File: src/core/cmd_path_consts.vh
// constants for the command path parser: characters, node codes, sizes
`ifndef CMD_PATH_CONSTS_VH
`define CMD_PATH_CONSTS_VH
`define CH_NL        8'h0A
`define CH_CR        8'h0D
`define CH_SPACE     8'h20
`define CH_COLON     8'h3A
`define CH_SEMI      8'h3B
`define CH_QUERY     8'h3F
`define CH_STAR      8'h2A
`define KW_MAX       7
`define NODE_W       4
`define NODE_ROOT    4'h0
`define NODE_INIT    4'h1
`define NODE_MEAS    4'h2
`define NODE_OUTP    4'h3
`define NODE_SOUR    4'h4
`define NODE_STAT    4'h5
`define NODE_SYST    4'h6
`define NODE_VOLT    4'h7
`define NODE_CURR    4'h8
`define NODE_FUNC    4'h9
`define NODE_OPER    4'hA
`define NODE_PRES    4'hB
`define NODE_QUES    4'hC
`define NODE_LEAF    4'hF
`endif

File: src/core/cmd_path_parser.v
// character-level command path parser with hierarchical keyword tree
`include "cmd_path_consts.vh"

// What this block does
// - terminator or root colon returns path to root
// - omitted optional keyword acts as if present
// - root accepts six subsystem keywords
// - source children also accepted at root
// - keyword colon descends into matched children
// - status offers operation, preset, questionable
// - after semicolon resolve at previous level
// - leading asterisk means common command
// - trailing question mark makes a query
// - colon after semicolon restarts at root
// - first command starts at root, colon optional
// - line feed ends the program message
// - short form or full long form only; INIT, FUNC, OPER and QUES take the short form only
// - keyword match ignores letter case
// - cr, lf, or pair terminate; second ignored
// - partial long form rejected as error
// - space starts the parameter field
module cmd_path_parser (
    input  wire       clk,          // 10 MHz system clock
    input  wire       reset_n,      // async reset, active low
    input  wire [7:0] rx_data,      // received character
    input  wire       rx_valid,     // character strobe, same clock domain
    output reg        unit_done,    // pulse: message unit resolved
    output reg  [3:0] unit_node,    // node resolved by the unit
    output reg        unit_query,   // unit is a query
    output reg        unit_common,  // unit is a common command
    output reg        unit_has_param, // unit carried a parameter field
    output reg        param_valid,  // pulse: parameter character
    output reg  [7:0] param_data,   // parameter character
    output reg        msg_end,      // pulse: program message ended
    output reg        syntax_error, // pulse: keyword rejected
    output reg  [3:0] path_node     // current tree level
);
    // unit states: collecting a keyword, passing parameter text, discarding after an error
    localparam ST_KEY   = 2'h0;
    localparam ST_PARAM = 2'h1;
    localparam ST_SKIP  = 2'h2;

    // only path_node is seen outside; last_node lives for the whole message, prev_cr for one byte, the rest for one message unit
    reg [1:0]  state;
    reg [55:0] kw;          // upper-cased keyword letters, first char at top
    reg [2:0]  kw_len;
    reg        kw_over;     // keyword longer than any in the tree
    reg [3:0]  last_node;   // last keyword matched in this message
    reg        unit_start;  // no character of the unit taken yet
    reg        prev_cr;     // last byte was a carriage return
    reg        query;
    reg        common;

    // case fold a byte for matching
    wire [7:0] up = (rx_data >= 8'h61 && rx_data <= 8'h7A) ? rx_data - 8'h20 : rx_data;
    wire is_term  = (rx_data == `CH_NL) || (rx_data == `CH_CR);

    // compare collected keyword against short or full long form
    // long length zero: long form does not fit the buffer, short form only
    function fmatch;
        input [55:0] k;
        input [2:0]  n;
        input [31:0] s;
        input [55:0] l;
        input [2:0]  ln;
        begin
            fmatch = ((n == 3'd4) && (k == {24'h000000, s})) ||
                     ((ln != 3'd0) && (n == ln) && (k == l));
        end
    endfunction

    // children of a parent node; SOUR children resolve at root too
    // measure offers only voltage and current; function is a source setting
    function [3:0] lookup;
        input [3:0]  parent;
        input [55:0] k;
        input [2:0]  n;
        begin
            lookup = `NODE_LEAF;
            if (parent == `NODE_ROOT) begin
                // subsystem entry points
                if (fmatch(k, n, "INIT", 56'h0, 3'd0))
                    lookup = `NODE_INIT;
                else if (fmatch(k, n, "MEAS", "MEASURE", 3'd7))
                    lookup = `NODE_MEAS;
                else if (fmatch(k, n, "OUTP", {8'h00, "OUTPUT"}, 3'd6))
                    lookup = `NODE_OUTP;
                else if (fmatch(k, n, "SOUR", {8'h00, "SOURCE"}, 3'd6))
                    lookup = `NODE_SOUR;
                else if (fmatch(k, n, "STAT", {8'h00, "STATUS"}, 3'd6))
                    lookup = `NODE_STAT;
                else if (fmatch(k, n, "SYST", {8'h00, "SYSTEM"}, 3'd6))
                    lookup = `NODE_SYST;
            end
            if (parent == `NODE_ROOT || parent == `NODE_SOUR || parent == `NODE_MEAS) begin
                if (fmatch(k, n, "VOLT", "VOLTAGE", 3'd7))
                    lookup = `NODE_VOLT;
                else if (fmatch(k, n, "CURR", "CURRENT", 3'd7))
                    lookup = `NODE_CURR;
                else if (parent != `NODE_MEAS && fmatch(k, n, "FUNC", 56'h0, 3'd0))
                    lookup = `NODE_FUNC;
            end
            if (parent == `NODE_STAT) begin
                // exactly three children under status
                if (fmatch(k, n, "OPER", 56'h0, 3'd0))
                    lookup = `NODE_OPER;
                else if (fmatch(k, n, "PRES", {8'h00, "PRESET"}, 3'd6))
                    lookup = `NODE_PRES;
                else if (fmatch(k, n, "QUES", 56'h0, 3'd0))
                    lookup = `NODE_QUES;
            end
        end
    endfunction

    // keyword held right-justified, so forms compare against zero-padded strings
    wire [3:0]  hit   = lookup(path_node, kw, kw_len);
    wire        kw_ok = (kw_len != 3'd0) && !kw_over && (hit != `NODE_LEAF);

    // single process; one character per cycle, path held otherwise
    always @(posedge clk or negedge reset_n) begin
        if (!reset_n) begin
            state <= ST_KEY;  kw <= 56'h0;  kw_len <= 3'd0;  kw_over <= 1'b0;
            last_node <= `NODE_ROOT;  unit_start <= 1'b1;  prev_cr <= 1'b0;
            query <= 1'b0;  common <= 1'b0;  path_node <= `NODE_ROOT;
            unit_done <= 1'b0;  unit_node <= `NODE_ROOT;  unit_query <= 1'b0;
            unit_common <= 1'b0;  unit_has_param <= 1'b0;  param_valid <= 1'b0;
            param_data <= 8'h00;  msg_end <= 1'b0;  syntax_error <= 1'b0;
        end else begin
            // reports last one cycle; path and unit fields hold until changed
            unit_done <= 1'b0;
            param_valid <= 1'b0;
            msg_end <= 1'b0;
            syntax_error <= 1'b0;
            if (rx_valid) begin
                // prev_cr remembers only the byte just before this one
                prev_cr <= (rx_data == `CH_CR);
                // a terminator closes the unit, ends the message, returns to root
                if (is_term) begin
                    // lf right after cr is the pair's second byte: no report, no end
                    if (!(rx_data == `CH_NL && prev_cr)) begin
                        if (state == ST_KEY && kw_len != 3'd0 && !common && !kw_ok)
                            syntax_error <= 1'b1;
                        else if (state != ST_SKIP && !unit_start) begin
                            unit_done <= 1'b1;
                            unit_node <= (state == ST_KEY && kw_ok) ? hit : last_node;
                            unit_query <= query;
                            unit_common <= common;
                            unit_has_param <= (state == ST_PARAM);
                        end
                        msg_end <= 1'b1;
                    end
                    path_node <= `NODE_ROOT;
                    last_node <= `NODE_ROOT;
                    state <= ST_KEY;  kw <= 56'h0;  kw_len <= 3'd0;  kw_over <= 1'b0;
                    unit_start <= 1'b1;  query <= 1'b0;  common <= 1'b0;
                end else if (rx_data == `CH_SEMI) begin
                    // a semicolon closes the unit but leaves the path where it is
                    if (state == ST_KEY && kw_len != 3'd0 && !common && !kw_ok)
                        syntax_error <= 1'b1;
                    else if (state != ST_SKIP && !unit_start) begin
                        unit_done <= 1'b1;
                        unit_node <= (state == ST_KEY && kw_ok) ? hit : last_node;
                        unit_query <= query;
                        unit_common <= common;
                        unit_has_param <= (state == ST_PARAM);
                    end
                    // next unit resolves at the level of the last keyword
                    state <= ST_KEY;  kw <= 56'h0;  kw_len <= 3'd0;  kw_over <= 1'b0;
                    unit_start <= 1'b1;  query <= 1'b0;  common <= 1'b0;
                end else begin
                    // ordinary characters, by unit state
                    case (state)
                        ST_KEY: begin
                            unit_start <= 1'b0;
                            if (rx_data == `CH_STAR && unit_start) begin
                                common <= 1'b1;
                            end else if (rx_data == `CH_COLON && !common) begin
                                if (unit_start) begin
                                    path_node <= `NODE_ROOT;
                                end else if (kw_ok) begin
                                    path_node <= hit;
                                    last_node <= hit;
                                    kw <= 56'h0;  kw_len <= 3'd0;
                                end else begin
                                    syntax_error <= 1'b1;
                                    state <= ST_SKIP;
                                end
                            end else if (rx_data == `CH_QUERY) begin
                                query <= 1'b1;
                            end else if (rx_data == `CH_SPACE) begin
                                if (!unit_start && kw_len != 3'd0 && !common && !kw_ok) begin
                                    syntax_error <= 1'b1;
                                    state <= ST_SKIP;
                                end else if (!unit_start) begin
                                    state <= ST_PARAM;
                                    if (kw_ok)
                                        last_node <= hit;
                                end else begin
                                    unit_start <= 1'b1; // blanks after a separator skipped
                                end
                            end else if (!common) begin
                                // overlong words cannot match; flag stops aliasing
                                if (kw_len == `KW_MAX)
                                    kw_over <= 1'b1;
                                else begin
                                    kw <= {kw[47:0], up};
                                    kw_len <= kw_len + 3'd1;
                                end
                            end
                        end
                        // parameter text passes on raw; its form is checked downstream
                        ST_PARAM: begin
                            param_valid <= 1'b1;
                            param_data <= rx_data;
                        end
                        // after an error all up to the next separator is dropped
                        ST_SKIP: ;
                        default: state <= ST_KEY;
                    endcase
                end
            end
        end
    end
endmodule

File: config.mk
export PLATFORM = sky130hd
export DESIGN_NAME = cmd_path_parser
export DESIGN_NICKNAME = d
export VERILOG_FILES = /design/src/core/cmd_path_parser.v
export VERILOG_INCLUDE_DIRS = /design/src /design/src/core
export SDC_FILE = /design/constraint.sdc
export NUM_CORES = 1
export LEC_CHECK = 0
export BUFFER_PORTS_ARGS = -buffer_cell sky130_fd_sc_hd__clkbuf_2
export CORE_UTILIZATION = 55
export CTS_BUF_LIST = sky130_fd_sc_hd__clkbuf_2
export CTS_CLUSTER_SIZE = 24
export DETAILED_ROUTE_END_ITERATION = 6
export GPL_TIMING_DRIVEN = 0
export PLACE_DENSITY_LB_ADDON = 0.3
export SYNTH_ARGS = -nofsm -noshare
export SYNTH_HDL_FRONTEND = slang
export SYNTH_SLANG_ARGS = --single-unit
File: constraint.sdc
create_clock -name clk -period 3.7 [get_ports clk]
set_input_delay 0.185 -clock clk [delete_from_list [all_inputs] [get_ports clk]]
set_output_delay 0.185 -clock clk [all_outputs]
set_load 0.005 [all_outputs]
==> Word-level counts from Yosys, hierarchy flattened <==
Cells that the tools add are included.
{ "word_totals": {"ff_bits": 93, "input_bits": 11, "wordCells": 300} }
{ "classes": {"n_addsub": 2, "magnitude_cmp": 2, "eq_ne": 61, "n_mux": 141, "n_bitwise": 2, "n_reduce_logical": 73} }
{ "op_table": {"columns": ["cell", "count"], "rows": [
  ["$eq 56x31->1 const B", 12],
  ["$mux 56", 11],
  ["$eq 56x47->1 const B", 5],
  ["$eq 56x55->1 const B", 3],
  ["$mux 4", 38],
  ["$mux 1", 69],
  ["$eq 8x6->1 const B", 5],
  ["$logic_and 1x1->1", 35],
  ["$mux 3", 11],
  ["$ne 4x4->1 const B", 6],
  ["$reduce_bool 3->1", 7],
  ["$mux 2", 10],
  ["$ne 3x3->1 const B", 6],
  ["$eq 8x4->1 const B", 2],
  ["$reduce_and 8->1", 2],
  ["$ne 5x5->1 const B", 3],
  ["$logic_or 1x1->1", 11],
  ["$eq 3x3->1 const B", 3],
  ["$reduce_and 9->1", 1],
  ["$eq 4x3->1 const B", 2],
  ["$ge 8x7->1 const B", 1],
  ["$le 8x7->1 const B", 1],
  ["$mux 8", 1],
  ["$ne 2x2->1 const B", 4],
  ["23 further kinds", 32]
]} }

==> Logic depth before layout (Yosys ltp) <==
Gate-level depths: netlist (run 1).
{ "depth": {"depth_word": 31, "ltp_mapped": 13} }

==> Worst setup path after synthesis (run 1) <==
No wires, ideal clock.
{ "synth_timing": {"path_type": "flip-flop to flip-flop", "start": "reg kw[51]", "end": "reg unit_common", "setup_time_ps": 125, "arrival_ps": 3236, "required_time_ps": 3575, "path_slack_ps": 339, "stages_incl_launch_ff": 11, "path_buffers": 0, "period_less_slack_ps": 3361, "cell_sequence": "dfrtp_1 > nor4_4 > nand4_1 > or4_1 > or3_1 > and3_1 > o221a_4 > nand4_4 > a21oi_4 > a2111oi_4 > mux2_2"} }
{ "synth_via": {"elab_chain_cells": 25, "word_cells_on_any_way": 72} }
{ "synth_lines": {"columns": ["element", "line_no", "text"], "rows": [
  ["start, declared", "cmd_path_parser.v:45", "reg [55:0] kw;"],
  ["start signal, assigned", "cmd_path_parser.v:206", "kw <= {kw[47:0], up};"],
  ["$eq 56x31->1 / $eq 56x47->1 (equally long branches)", "cmd_path_parser.v:67, cmd_path_parser.v:68", null],
  ["$logic_and 1x1->1 (on tied branches)", "cmd_path_parser.v:67, cmd_path_parser.v:68", null],
  ["$logic_or 1x1->1", "cmd_path_parser.v:67", "fmatch = ((n == 3'd4) && (k == {24'h000000, s})) ||"],
  ["$mux 4", "cmd_path_parser.v:92", "else if (fmatch(k, n, \"SYST\", {8'h00, \"SYSTEM\"}, 3'd6))"],
  ["$mux 4", "cmd_path_parser.v:90", "else if (fmatch(k, n, \"STAT\", {8'h00, \"STATUS\"}, 3'd6))"],
  ["$mux 4", "cmd_path_parser.v:88", "else if (fmatch(k, n, \"SOUR\", {8'h00, \"SOURCE\"}, 3'd6))"],
  ["$mux 4", "cmd_path_parser.v:86", "else if (fmatch(k, n, \"OUTP\", {8'h00, \"OUTPUT\"}, 3'd6))"],
  ["$mux 4", "cmd_path_parser.v:84", "else if (fmatch(k, n, \"MEAS\", \"MEASURE\", 3'd7))"],
  ["(+9 left out)", null, null],
  ["$mux 4 *", "cmd_path_parser.v:103", "if (parent == `NODE_STAT) begin"],
  ["$ne 4x4->1 (no line) *", null, null],
  ["$logic_and 1x1->1 *", "cmd_path_parser.v:117", "wire kw_ok = (kw_len != 3'd0) && !kw_over && (hit != `NODE_LEAF);"],
  ["$logic_not 1->1 *", "cmd_path_parser.v:141, cmd_path_parser.v:158", null],
  ["$logic_and 1x1->1 *", "cmd_path_parser.v:141, cmd_path_parser.v:158", null],
  ["$mux 1 *", null, null],
  ["$mux 1 (on tied branches)", null, null],
  ["$mux 1 *", null, null],
  ["end signal, assigned", "cmd_path_parser.v:147", "unit_common <= common;"],
  ["end signal, assigned", "cmd_path_parser.v:164", "unit_common <= common;"],
  ["end, declared", "cmd_path_parser.v:30", "output reg unit_common,"]
]} }
Mark *: on every way between the ends. The rest lies on a longest branch, timed or not. The select of a mux whose other input is x is not followed.
A chain may end at the register's enable or synchronous reset.

==> Final worst setup path (run 1) <==
{ "layout_timing": {"start": "reg kw[51]", "end": "reg unit_node[0]"} }
{ "layout_via": {"elab_chain_cells": 26, "word_cells_on_any_way": 75} }
{ "layout_lines": {"columns": ["element", "line_no", "text"], "rows": [
  ["$eq 56x31->1 / $eq 56x47->1 (equally long branches)", "cmd_path_parser.v:67, cmd_path_parser.v:68", null],
  ["$logic_and 1x1->1 (on tied branches)", "cmd_path_parser.v:67, cmd_path_parser.v:68", null],
  ["$logic_or 1x1->1", "cmd_path_parser.v:67", null],
  ["$mux 4", "cmd_path_parser.v:92", null],
  ["$mux 4", "cmd_path_parser.v:90", null],
  ["$mux 4", "cmd_path_parser.v:88", null],
  ["$mux 4", "cmd_path_parser.v:86", null],
  ["$mux 4", "cmd_path_parser.v:84", null],
  ["(+10 left out)", null, null],
  ["$ne 4x4->1 (no line)", null, null],
  ["$logic_and 1x1->1", "cmd_path_parser.v:117", null],
  ["$logic_and 1x1->1", "cmd_path_parser.v:145, cmd_path_parser.v:162", null],
  ["$mux 4", "cmd_path_parser.v:145, cmd_path_parser.v:162", null],
  ["$mux 4", "cmd_path_parser.v:143, cmd_path_parser.v:160", null],
  ["$mux 4 *", "cmd_path_parser.v:141, cmd_path_parser.v:158", null],
  ["$mux 4 (on tied branches)", "cmd_path_parser.v:156, cmd_path_parser.v:140", null],
  ["$mux 4 *", "cmd_path_parser.v:138", "if (is_term) begin"],
  ["end signal, assigned", "cmd_path_parser.v:145", "unit_node <= (state == ST_KEY && kw_ok) ? hit : last_node;"],
  ["end signal, assigned", "cmd_path_parser.v:162", "unit_node <= (state == ST_KEY && kw_ok) ? hit : last_node;"],
  ["end, declared", "cmd_path_parser.v:28", "output reg [3:0] unit_node,"]
]} }
Marks and branches as above.

==> results.md, run 1 <==
* Status: completed
* Leakage power at 2.57 nW
* Logic pwr share at 38.5%
* Register area share after synthesis at between 40 and 50%
* Sequential share of power at 47.1%
* DR vias at 4764
* RSZ-0062 raised after global routing: no
* EDFF count, synth at 0
* DR pass1 iterations at 5
* DIE WIDTH at 99.2 um
* Worst Hold Class: in -> reg
* H-tree Lvls at 3
* CP top delay family: simple AND/OR/NAND/NOR gates
* Vias per cell at roughly 6.8
* Number of buffers created by CTS at 9
* Post-synthesis cell type count at 71
* Final #Nets at 608
* Residual DRC at 0
* Die area at 9830 um^2
* VDD IR max at 0.415 mV
* Synth area leader: dfrtp_1
* Antenna Diode Count at 0
* Top_reg_cell synth: dfrtp_1
* Worst r2r src: kw[51]$_DFFE_PN0P_
* Cells after Synth at about 530
* Syn Nets at 546
* Pin count of the biggest net entering global routing at 51
* Cell Pwr Density at 648 nW/um^2
* Layout cell share with drive strength beyond 1 at between 20% and 30%
* Final worst slack at roughly 0.07 ns
* First-pass GRT wire length at 23800 um
* Hold Startpoint: rx_data[1]
* Internal power at 2.21 mW
* CP Class: reg -> reg
* Sw Ratio at 42.5%
* CP Launch Type: flip-flop
* Fin. max-slew vios at 0
* Clock sink count at 93
* Fmax at 0.276 GHz
* Power share of the clock group at 14.4%
* Vias in the first global route at 4639
* CP bufs+invs at 1
* RePlAce Congestion at between 1 and 1.5
* Hold slack at 0.0546 ns
* Final Setup Violations at 0
* Start point of the critical path: kw[51]$_DFFE_PN0P_
* DRT Wirelength at 14700 um
* Global Route Usage Sum at around 31%
* Mapped Area at 5190 um^2
* CTS root buf: clkbuf_2
* Die H at approximately 100 um
* Critical path peak fanout at 8
* Syn Area/Cell at 9.87 um^2
* MaxCap Viol Count at 0
* CTS tree: built
* Worst-Skew Late Latency at 0.59 ns
* Place WS at -0.728 ns
* Congestion Overflow GR at 0
* Crit path DAT at around 4.1 ns
* Slew HR at 37.4%
* DRT antenna net count at 0
* Core area at 9200 um^2
* Area growth, synth to finish at 14.2%
* Initial antenna violation count at 0
* Synth top area cells: dfrtp_1, a22o_1, nand2_1, mux2_2, nand4_1
* WHS Path Cells at 2
* Critical Path RT at 4.18 ns
* Endpoints failing hold at 0
* Crit. path cell count at 11
* # IOs at 34
* HPWL Detailed at 10800 um
* Worst Skew at 0.0446 ns
* Worst Setup End Kind: flip-flop
* Top-area cell type share of the netlist area at 44.3%
* Ys Warns at 0
* # rows at 35
* Clk pin slew, worst setup/hold paths at 0.31 ns
* Sw power at roughly 1.6 mW
* WL/cell at 20.9 um
* Input/output buffers at 32
* R2R depth at 11
* Tmin final at 3.63 ns
* Post-synth ARST share at 100%
* Crit-path max cell delay at ~0.55 ns
* Initial DRC count at 337
* Crit share post-route at 98.1%
* Critical path cell sequence: nor4_4, nand4_1, or4_4, or3_1, and3_1, o221a_4, nand4_4, a21oi_4, a2111oi_4, buf_6, mux2_2
* Worst path slowest cell: or4_4
* Tot Pwr at ~3.8 mW
* Worst-margin pin slew at 0.915 ns
* CTS max path bufs at 2
* Starting Density at 56.5%
* FF+latch count, synth at 93
-- state kept, by name, summed over array words and instances, names as in the netlist --
signal,cells
common,1
kw,56
kw_over,1
kw_len,3
unit_query,1
unit_node,4
query,1
msg_end,1
state,2
unit_done,1
prev_cr,1
path_node,4
unit_has_param,1
last_node,4
unit_common,1
unit_start,1
param_data,8
syntax_error,1
param_valid,1
-- kinds of logic (layout without fill, tap and decap cells) --
kind of cell               after synthesis  count (layout)  synth area share, %
and+or+nand+nor                        234             234                 26.6
DFF                                     93              93                 44.8
adders and majority gates                9               9                 2.17
buffers and inverters                   46             113                 3.42
muxes                                   19              19                 4.07
AOI/OAI and AO/OA                      125             125                 18.9
-- worst reg2reg max path: cells and delay by family, from the launching register on --
kind | cells | cell delay [ns]
AO/OA/AOI/OAI | 3 | 0.68
buffers and inverters | 1 | 0.18
flip-flops | 1 | 0.51
multiplexers | 1 | 0.34
AND/OR/NAND/NOR | 6 | 1.80
-- metrics by stage --
step                      setup TNS [ns]  area, um^2  cells  utilization (%)
after floorplan                        0        5190    526                -
after global placement            -42.91        5490    669             59.7
after detailed placement          -42.48        5510    670             60.0
after CTS                              0        5820    696             63.3
after global routing                   0        5930    704             64.5
final                                  0        5930    704             64.5
-- metal layers --
layer	GRT usage, %	share of wire [%]	wire (um)
met1	40.3	41	6110
met2	51.7	47	6980
met4	16.2	5.3	780
met5	0	0	0
met3	4.57	5.9	867
-- cell usage in the layout (no fill, tap or decap), types with 4 or more instances in the layout --
cell / n
a21oi_1: 11
a22o_1: 53
a31oi_1: 7
and2_1: 4
and3_1: 8
buf_4: 8
clkbuf_1: 16
clkbuf_2: 48
dfrtp_1: 91
dlygate4sd3_1: 9
ha_1: 8
inv_1: 21
mux2_2: 17
nand2_1: 55
nand2b_1: 4
nand3_1: 19
nand4_1: 19
nor2_1: 28
nor2b_1: 6
nor3_1: 11
nor4_1: 16
nor4b_2: 4
nor4bb_1: 6
o21ai_0: 19
o22ai_1: 5
or3_1: 6
-- power groups by stage --
| stage | clock network [mW] | logic (mW) | registers, mW |
|---|---|---|---|
| global placement | 0 | 1.36 | 1.76 |
| floorplan | 0 | 1.01 | 1.64 |
| finish | 0.554 | 1.48 | 1.81 |
| CTS | 0.560 | 1.41 | 1.78 |
| global route | 0.596 | 1.62 | 1.85 |
| detailed placement | 0 | 1.37 | 1.78 |
-- synthesized netlist by cell type, types with 14 or more instances --
master,instances
a22o_1,53
clkbuf_1,23
dfrtp_1,92
inv_1,21
mux2_2,17
nand2_1,55
nand3_1,19
nand4_1,19
nor2_1,29
nor3_1,14
nor4_1,18
o21ai_0,19
-- repair_timing --
action | in CTS | in global routing
pin swaps | 2 | 7
endpoints found under the setup margin | 75 | 67
gates resized for setup | 12 | 25
hold buffers | 9 | 0
buffers inserted | 1 | 8
endpoints found under the hold margin | 65 | 0
-- final cells by class --
class	instances	area, um^2
Fill cell	762	3260
Multi-Input combinational cell	387	2800
Sequential cell	93	2330
Timing Repair Buffer	51	344
Tap cell	111	139
Buffer	25	108
Clock inverter	6	82.6
Inverter	21	78.8
Clock buffer	10	50.0
-- path summary, 6_finish.rpt --
path	to	slack, ns
max	unit_node[0]$_DFFE_PN0P_	0.07
min	kw[1]$_DFFE_PN0P_	0.05
max reg2reg	unit_node[0]$_DFFE_PN0P_	0.07
min reg2reg	kw_len[0]$_DFFE_PN0P_	0.54
max in group asynchronous	kw_over$_DFFE_PN0P_	2.87
min in group asynchronous	kw[54]$_DFFE_PN0P_	0.12
Note: power is estimated with default switching activity, not from simulation.
==> run 2: changes to the inputs <==
--- a/config.mk
+++ b/config.mk
@@ -12,7 +12,7 @@
 export CTS_CLUSTER_SIZE = 24
 export DETAILED_ROUTE_END_ITERATION = 6
 export GPL_TIMING_DRIVEN = 0
-export PLACE_DENSITY_LB_ADDON = 0.3
+export PLACE_DENSITY = 0.81
 export SYNTH_ARGS = -nofsm -noshare
 export SYNTH_HDL_FRONTEND = slang
 export SYNTH_SLANG_ARGS = --single-unit
==> results.md, run 2 (synthesized netlist as in run 1, its figures left out) <==
* DR vias at 4805
* RePlAce Congestion at 1.01
* Residual DRC at 0
* Tot Pwr at 3.85 mW
* VDD IR max at 0.422 mV
* Multi-input logic area at 2850 um^2
* Tmin final at 3.58 ns
* Worst Hold Class: in -> async
* Antenna Diode Count at 0
* Pin count of the biggest net entering global routing at 55
* Cell Pwr Density at ~650 nW/um^2
* Input/output buffers at 32
* Commonest non-fill, non-tap cell in the layout: dfrtp_1
* Leading registers by flop count: kw (56), param_data (8)
* Final #Nets at about 600
* WL/cell at about 22 um
* Post-DP Area at 5510 um^2
* CTS tree: built
* Area growth, synth to finish at 14.7%
* Worst-margin pin slew at 0.914 ns
* DR pass1 iterations at 5
* Fin. max-slew vios at 0
* Vias per cell at 6.86
* DRT antenna net count at 0
* Vias in the first global route at 4680
* Die H at 99.2 um
* Largest register FFs at 56
* Die area at slightly below 10000 um^2
* First-pass GRT wire length at 24700 um
* DIE WIDTH at 99.2 um
* Final instance area at 5950 um^2
* Global Route Usage Sum at 32.9%
* Layout cell share with drive strength beyond 1 at approximately 22%
* DRT Wirelength at 15400 um
* Starting Density at 56.5%
* Number of buffers created by CTS at 9
* H-tree Lvls at 3
* Clk pin slew, worst setup/hold paths at 0.29 ns
* Initial DRC count at 446
* Crit share post-route at 96.7%
* Final Setup Violations at 0
* HPWL Detailed at between 10000 and 15000 um
* Worst Skew at roughly 0.031 ns
* CP Class: reg -> reg
* Critical Path RT at 4.17 ns
* Largest Register: kw
* FF+latch area at 2340 um^2
* Worst-Skew Late Latency at 0.57 ns
* Filler instances at 742
* Worst Setup End Kind: flip-flop
* CTS root buf: clkbuf_2
* Leakage power at 2.57 nW
* CTS max path bufs at 2
* Endpoints failing hold at 0
* Critical path peak fanout at 8
* # IOs at 34
* Core area at 9200 um^2
* Most frequent cells in the layout: dfrtp_1, nand2_1, a22o_1
* Status: completed
* Congestion Overflow GR at 0
* Fmax at 0.280 GHz
* Slew HR at 37.5%
* Clock sink count at 93
* # rows at 35
* MaxCap Viol Count at 0
* Initial antenna violation count at 0
* Crit path DAT at 4.04 ns
* CP Launch Type: flip-flop
==> run 2: cell count changes in the layout (fill, tap and decap cells not counted), sizes merged <==
cell | previous run | this run
clkbuf | 66 | 61
clkinvlp | 1 | 3
buf | 11 | 10
bufinv | 1 | 0
dlygate4sd3 | 9 | 10
==> run 2: cell type report <==
class / count / area share, %
tap: 111 / 2.33
sequential: 93 / 39.2
multi-input combinational: 387 / 47.8
buffer: 21 / 1.56
timing repair buffer: 51 / 5.82
clock buffer: 9 / 0.757
inverter: 21 / 1.32
clock inverter: 7 / 1.13
==> run 2: what timing repair did <==
item,in CTS,in global routing
endpoints found under the setup margin,78,69
setup buffers,1,7
hold buffers,10,0
pin swaps,2,5
endpoints found under the hold margin,70,0
resized for setup,12,36
==> run 2: path summary, 6_finish.rpt <==
check / to / start / depth (start not counted) / slack [ns]
worst max-delay path: unit_has_param$_DFFE_PN0P_ / kw[49]$_DFFE_PN0P_ / 11 / 0.12
worst min-delay path: kw[53]$_DFFE_PN0P_ / reset_n / 2 / 0.20
worst max register to register: unit_has_param$_DFFE_PN0P_ / kw[49]$_DFFE_PN0P_ / 11 / 0.12
worst min register to register: unit_node[1]$_DFFE_PN0P_ / unit_node[1]$_DFFE_PN0P_ / 1 / 0.55
max in group asynchronous: unit_start$_DFFE_PN1P_ / reset_n / 3 / 2.72
min in group clk: kw[6]$_DFFE_PN0P_ / rx_data[6] / 4 / 0.43
==> run 2: stage by stage <==
step	setup TNS, ns	util (%)	hold WS [ns]	std cells	worst slack (ns)
after floorplan	0	-	-0.111	526	0.339
after global placement	-40.38	59.7	0.465	669	-0.664
after detailed placement	-41.93	60.0	0.328	670	-0.712
after CTS	-0.000669	63.1	0.208	697	-0.000669
after global routing	-0.0571	64.7	0.234	700	-0.0383
final	0	64.7	0.202	700	0.124
==> run 2: where the power goes <==
group / internal [mW] / total, mW / leakage (nW) / switching [mW]
Clock: 0.102 / 0.496 / 0.0594 / 0.394
Sequential: 1.35 / 1.87 / 1.21 / 0.519
Combinational: 0.706 / 1.48 / 1.30 / 0.777
Total: 2.16 / 3.85 / 2.57 / 1.69
==> run 2: metal layers <==
metal	up-vias	track usage, %	routed length [um]
met2	229	53.9	7380
met4	0	14.8	605
met1	2383	43.8	6420
met3	52	4.57	947
li1	2141	-	-
met5	-	0	0
==> run 2: worst max-delay path, cell delays in order, from the launching register on <==
cell,delay (ns)
dfrtp_1,0.49
nor3_2,0.30
nand4_1,0.22
or4_4,0.55
or3_1,0.40
and3_1,0.20
o221a_4,0.28
nand4_4,0.14
a21oi_4,0.09
a2111oi_4,0.30
buf_6,0.18
mux2_2,0.34
==> run 3: changes to the inputs <==
==> constraint.sdc (replaced) <==
create_clock -name clk -period 3.7 [get_ports clk]
set_input_delay 0.925 -clock clk [delete_from_list [all_inputs] [get_ports clk]]
set_output_delay 0.925 -clock clk [all_outputs]
set_load 0.005 [all_outputs]
==> results.md, run 3 (synthesized netlist as in run 1, its figures left out) <==
* Largest Register: kw
* Final #Nets at 594
* Most frequent cells in the layout: dfrtp_1, nand2_1, a22o_1
* Antenna Diode Count at 0
* H-tree Lvls at 3
* Worst Hold Class: in -> async
* Pin count of the biggest net entering global routing at 55
* DR vias at 4752
* Sw power at 1.69 mW
* Commonest non-fill, non-tap cell in the layout: dfrtp_1
* CP Launch Type: flip-flop
* Internal power at 2.16 mW
* Vias per cell at 6.89
* CP Class: reg -> reg
* Place WS at -0.712 ns
* Layout cell share with drive strength beyond 1 at 23.1%
* Die area at about 9800 um^2
* Input/output buffers at 32
* CTS max path bufs at 2
* Final worst slack at 0.119 ns
* Initial DRC count at approximately 500
* Vias in the first global route at 4604
* RePlAce Congestion at 1.01
* Largest register FFs at 56
* HPWL Detailed at around 11000 um
* Reg2reg end: unit_has_param$_DFFE_PN0P_
* DRT antenna net count at 0
* Worst Skew at around 0.042 ns
* Placed insts at 670
* FF-to-FF setup slack at 0.12 ns
* Leakage power at 2.53 nW
* Number of buffers created by CTS at 9
* Leading registers by flop count: kw (56), param_data (8)
* CTS tree: built
* Critical path peak fanout at 8
* Global Route Usage Sum at 32.2%
* Worst Setup End Kind: flip-flop
* Slew HR at 34.4%
* Initial antenna violation count at 0
* Worst-Skew Late Latency at 0.57 ns
* WL/cell at 21.7 um
* Clock sink count at 93
* Crit share post-route at slightly below 100%
* DIE WIDTH at 99.2 um
* Status: completed
* Area growth, synth to finish at 13.0%
* Sequential share of power at 48.7%
* Tot Pwr at about 3.9 mW
* Clk pin slew, worst setup/hold paths at 0.31 ns
* Power share of the clock group at 13.0%
* Worst r2r src: kw[51]$_DFFE_PN0P_
* Logic pwr share at 38.3%
* Tmin final at 3.58 ns
* Cell Pwr Density at 656 nW/um^2
* Die H at 99.2 um
* Fmax at 0.279 GHz
* Core area at 9200 um^2
* VDD IR max at 0.388 mV
* Final Setup Violations at 0
* Endpoints failing hold at 0
* Final Non-Filler Cells at 690
* R2R depth at 11
* DRT Wirelength at 15000 um
* MaxCap Viol Count at 0
* Congestion Overflow GR at 0
* DR pass1 iterations at 5
* Fin. max-slew vios at 0
* Sw Ratio at between 40% and 50%
* First-pass GRT wire length at roughly 24000 um
* CTS root buf: clkbuf_2
* Crit path DAT at 4.04 ns
* # IOs at 34
* CTS Hold Buffers Added at 0
* Critical Path RT at 4.16 ns
* Residual DRC at 0
* Starting Density at 56.5%
* Worst-margin pin slew at 0.960 ns
* # rows at 35
==> run 3: cell count changes in the layout (fill, tap and decap cells not counted), sizes merged <==
cell | previous run | this run
dlygate4sd3 | 10 | 0
==> run 3: metrics by stage <==
stage                 TNS, ns  cell area, um^2  hold slack [ns]  utilization (%)
CTS                 -0.000669             5710            0.405             62.0
floorplan                   0             5190            0.467                -
detailed placement     -41.93             5510            0.495             60.0
global route          -0.0571             5870            0.413             63.8
finish                      0             5870            0.385             63.8
global placement       -40.38             5490            0.491             59.7
==> run 3: critical path, cell delays in order, from the launching register on <==
cell and delay [ns]:
dfrtp_1 0.48, nor4_4 0.33, nand4_1 0.21, or4_4 0.55, or3_1 0.40, and3_1 0.20, o221a_4 0.28, nand4_4 0.13
a21oi_4 0.09, a2111oi_4 0.30, buf_6 0.18, mux2_2 0.34
==> run 3: final cells by class <==
type	count	area, um^2
Clock buffer	9	45.0
Multi-Input combinational cell	387	2860
Inverter	21	78.8
Tap cell	111	139
Fill cell	759	3330
Sequential cell	93	2340
Buffer	21	92.6
Timing Repair Buffer	41	246
Clock inverter	7	67.6
==> run 3: what timing repair did <==
| action | 4_1_cts | 5_1_grt |
|---|---|---|
| endpoints found under the setup margin | 78 | 69 |
| gates resized for setup | 12 | 39 |
| buffers inserted | 1 | 7 |
| pin swaps | 2 | 5 |
==> run 3: metal layers <==
metal  wire [um]  vias up  track usage [%]  part of all wire, %
met1        6190     2335             43.3                   41
met5           0        -                0                    0
li1            -     2118                -                    -
met4         495        0             14.9                  3.3
met3        1040       43             4.43                  6.9
met2        7280      256             52.3                   49
==> run 3: how the worst max path moves through the flow <==
stage / startpoint / to / slack [ns]
after floorplan: kw[51]$_DFFE_PN0P_ / unit_common$_DFFE_PN0P_ / 0.34
after global placement: kw[15]$_DFFE_PN0P_ / kw[0]$_DFFE_PN0P_ / -0.66
after detailed placement: kw[15]$_DFFE_PN0P_ / kw[7]$_DFFE_PN0P_ / -0.71
after CTS: kw_len[0]$_DFFE_PN0P_ / unit_has_param$_DFFE_PN0P_ / -0.0007
final: kw[51]$_DFFE_PN0P_ / unit_has_param$_DFFE_PN0P_ / 0.12
after global routing: kw[40]$_DFFE_PN0P_ / unit_has_param$_DFFE_PN0P_ / -0.04
==> run 3: power by group through the flow <==
stage | registers, mW | logic (mW) | clock network [mW]
after global routing | 1.92 | 1.61 | 0.543
after CTS | 1.78 | 1.41 | 0.502
after global placement | 1.76 | 1.35 | 0
final | 1.87 | 1.48 | 0.500
after floorplan | 1.64 | 1.01 | 0
after detailed placement | 1.78 | 1.38 | 0
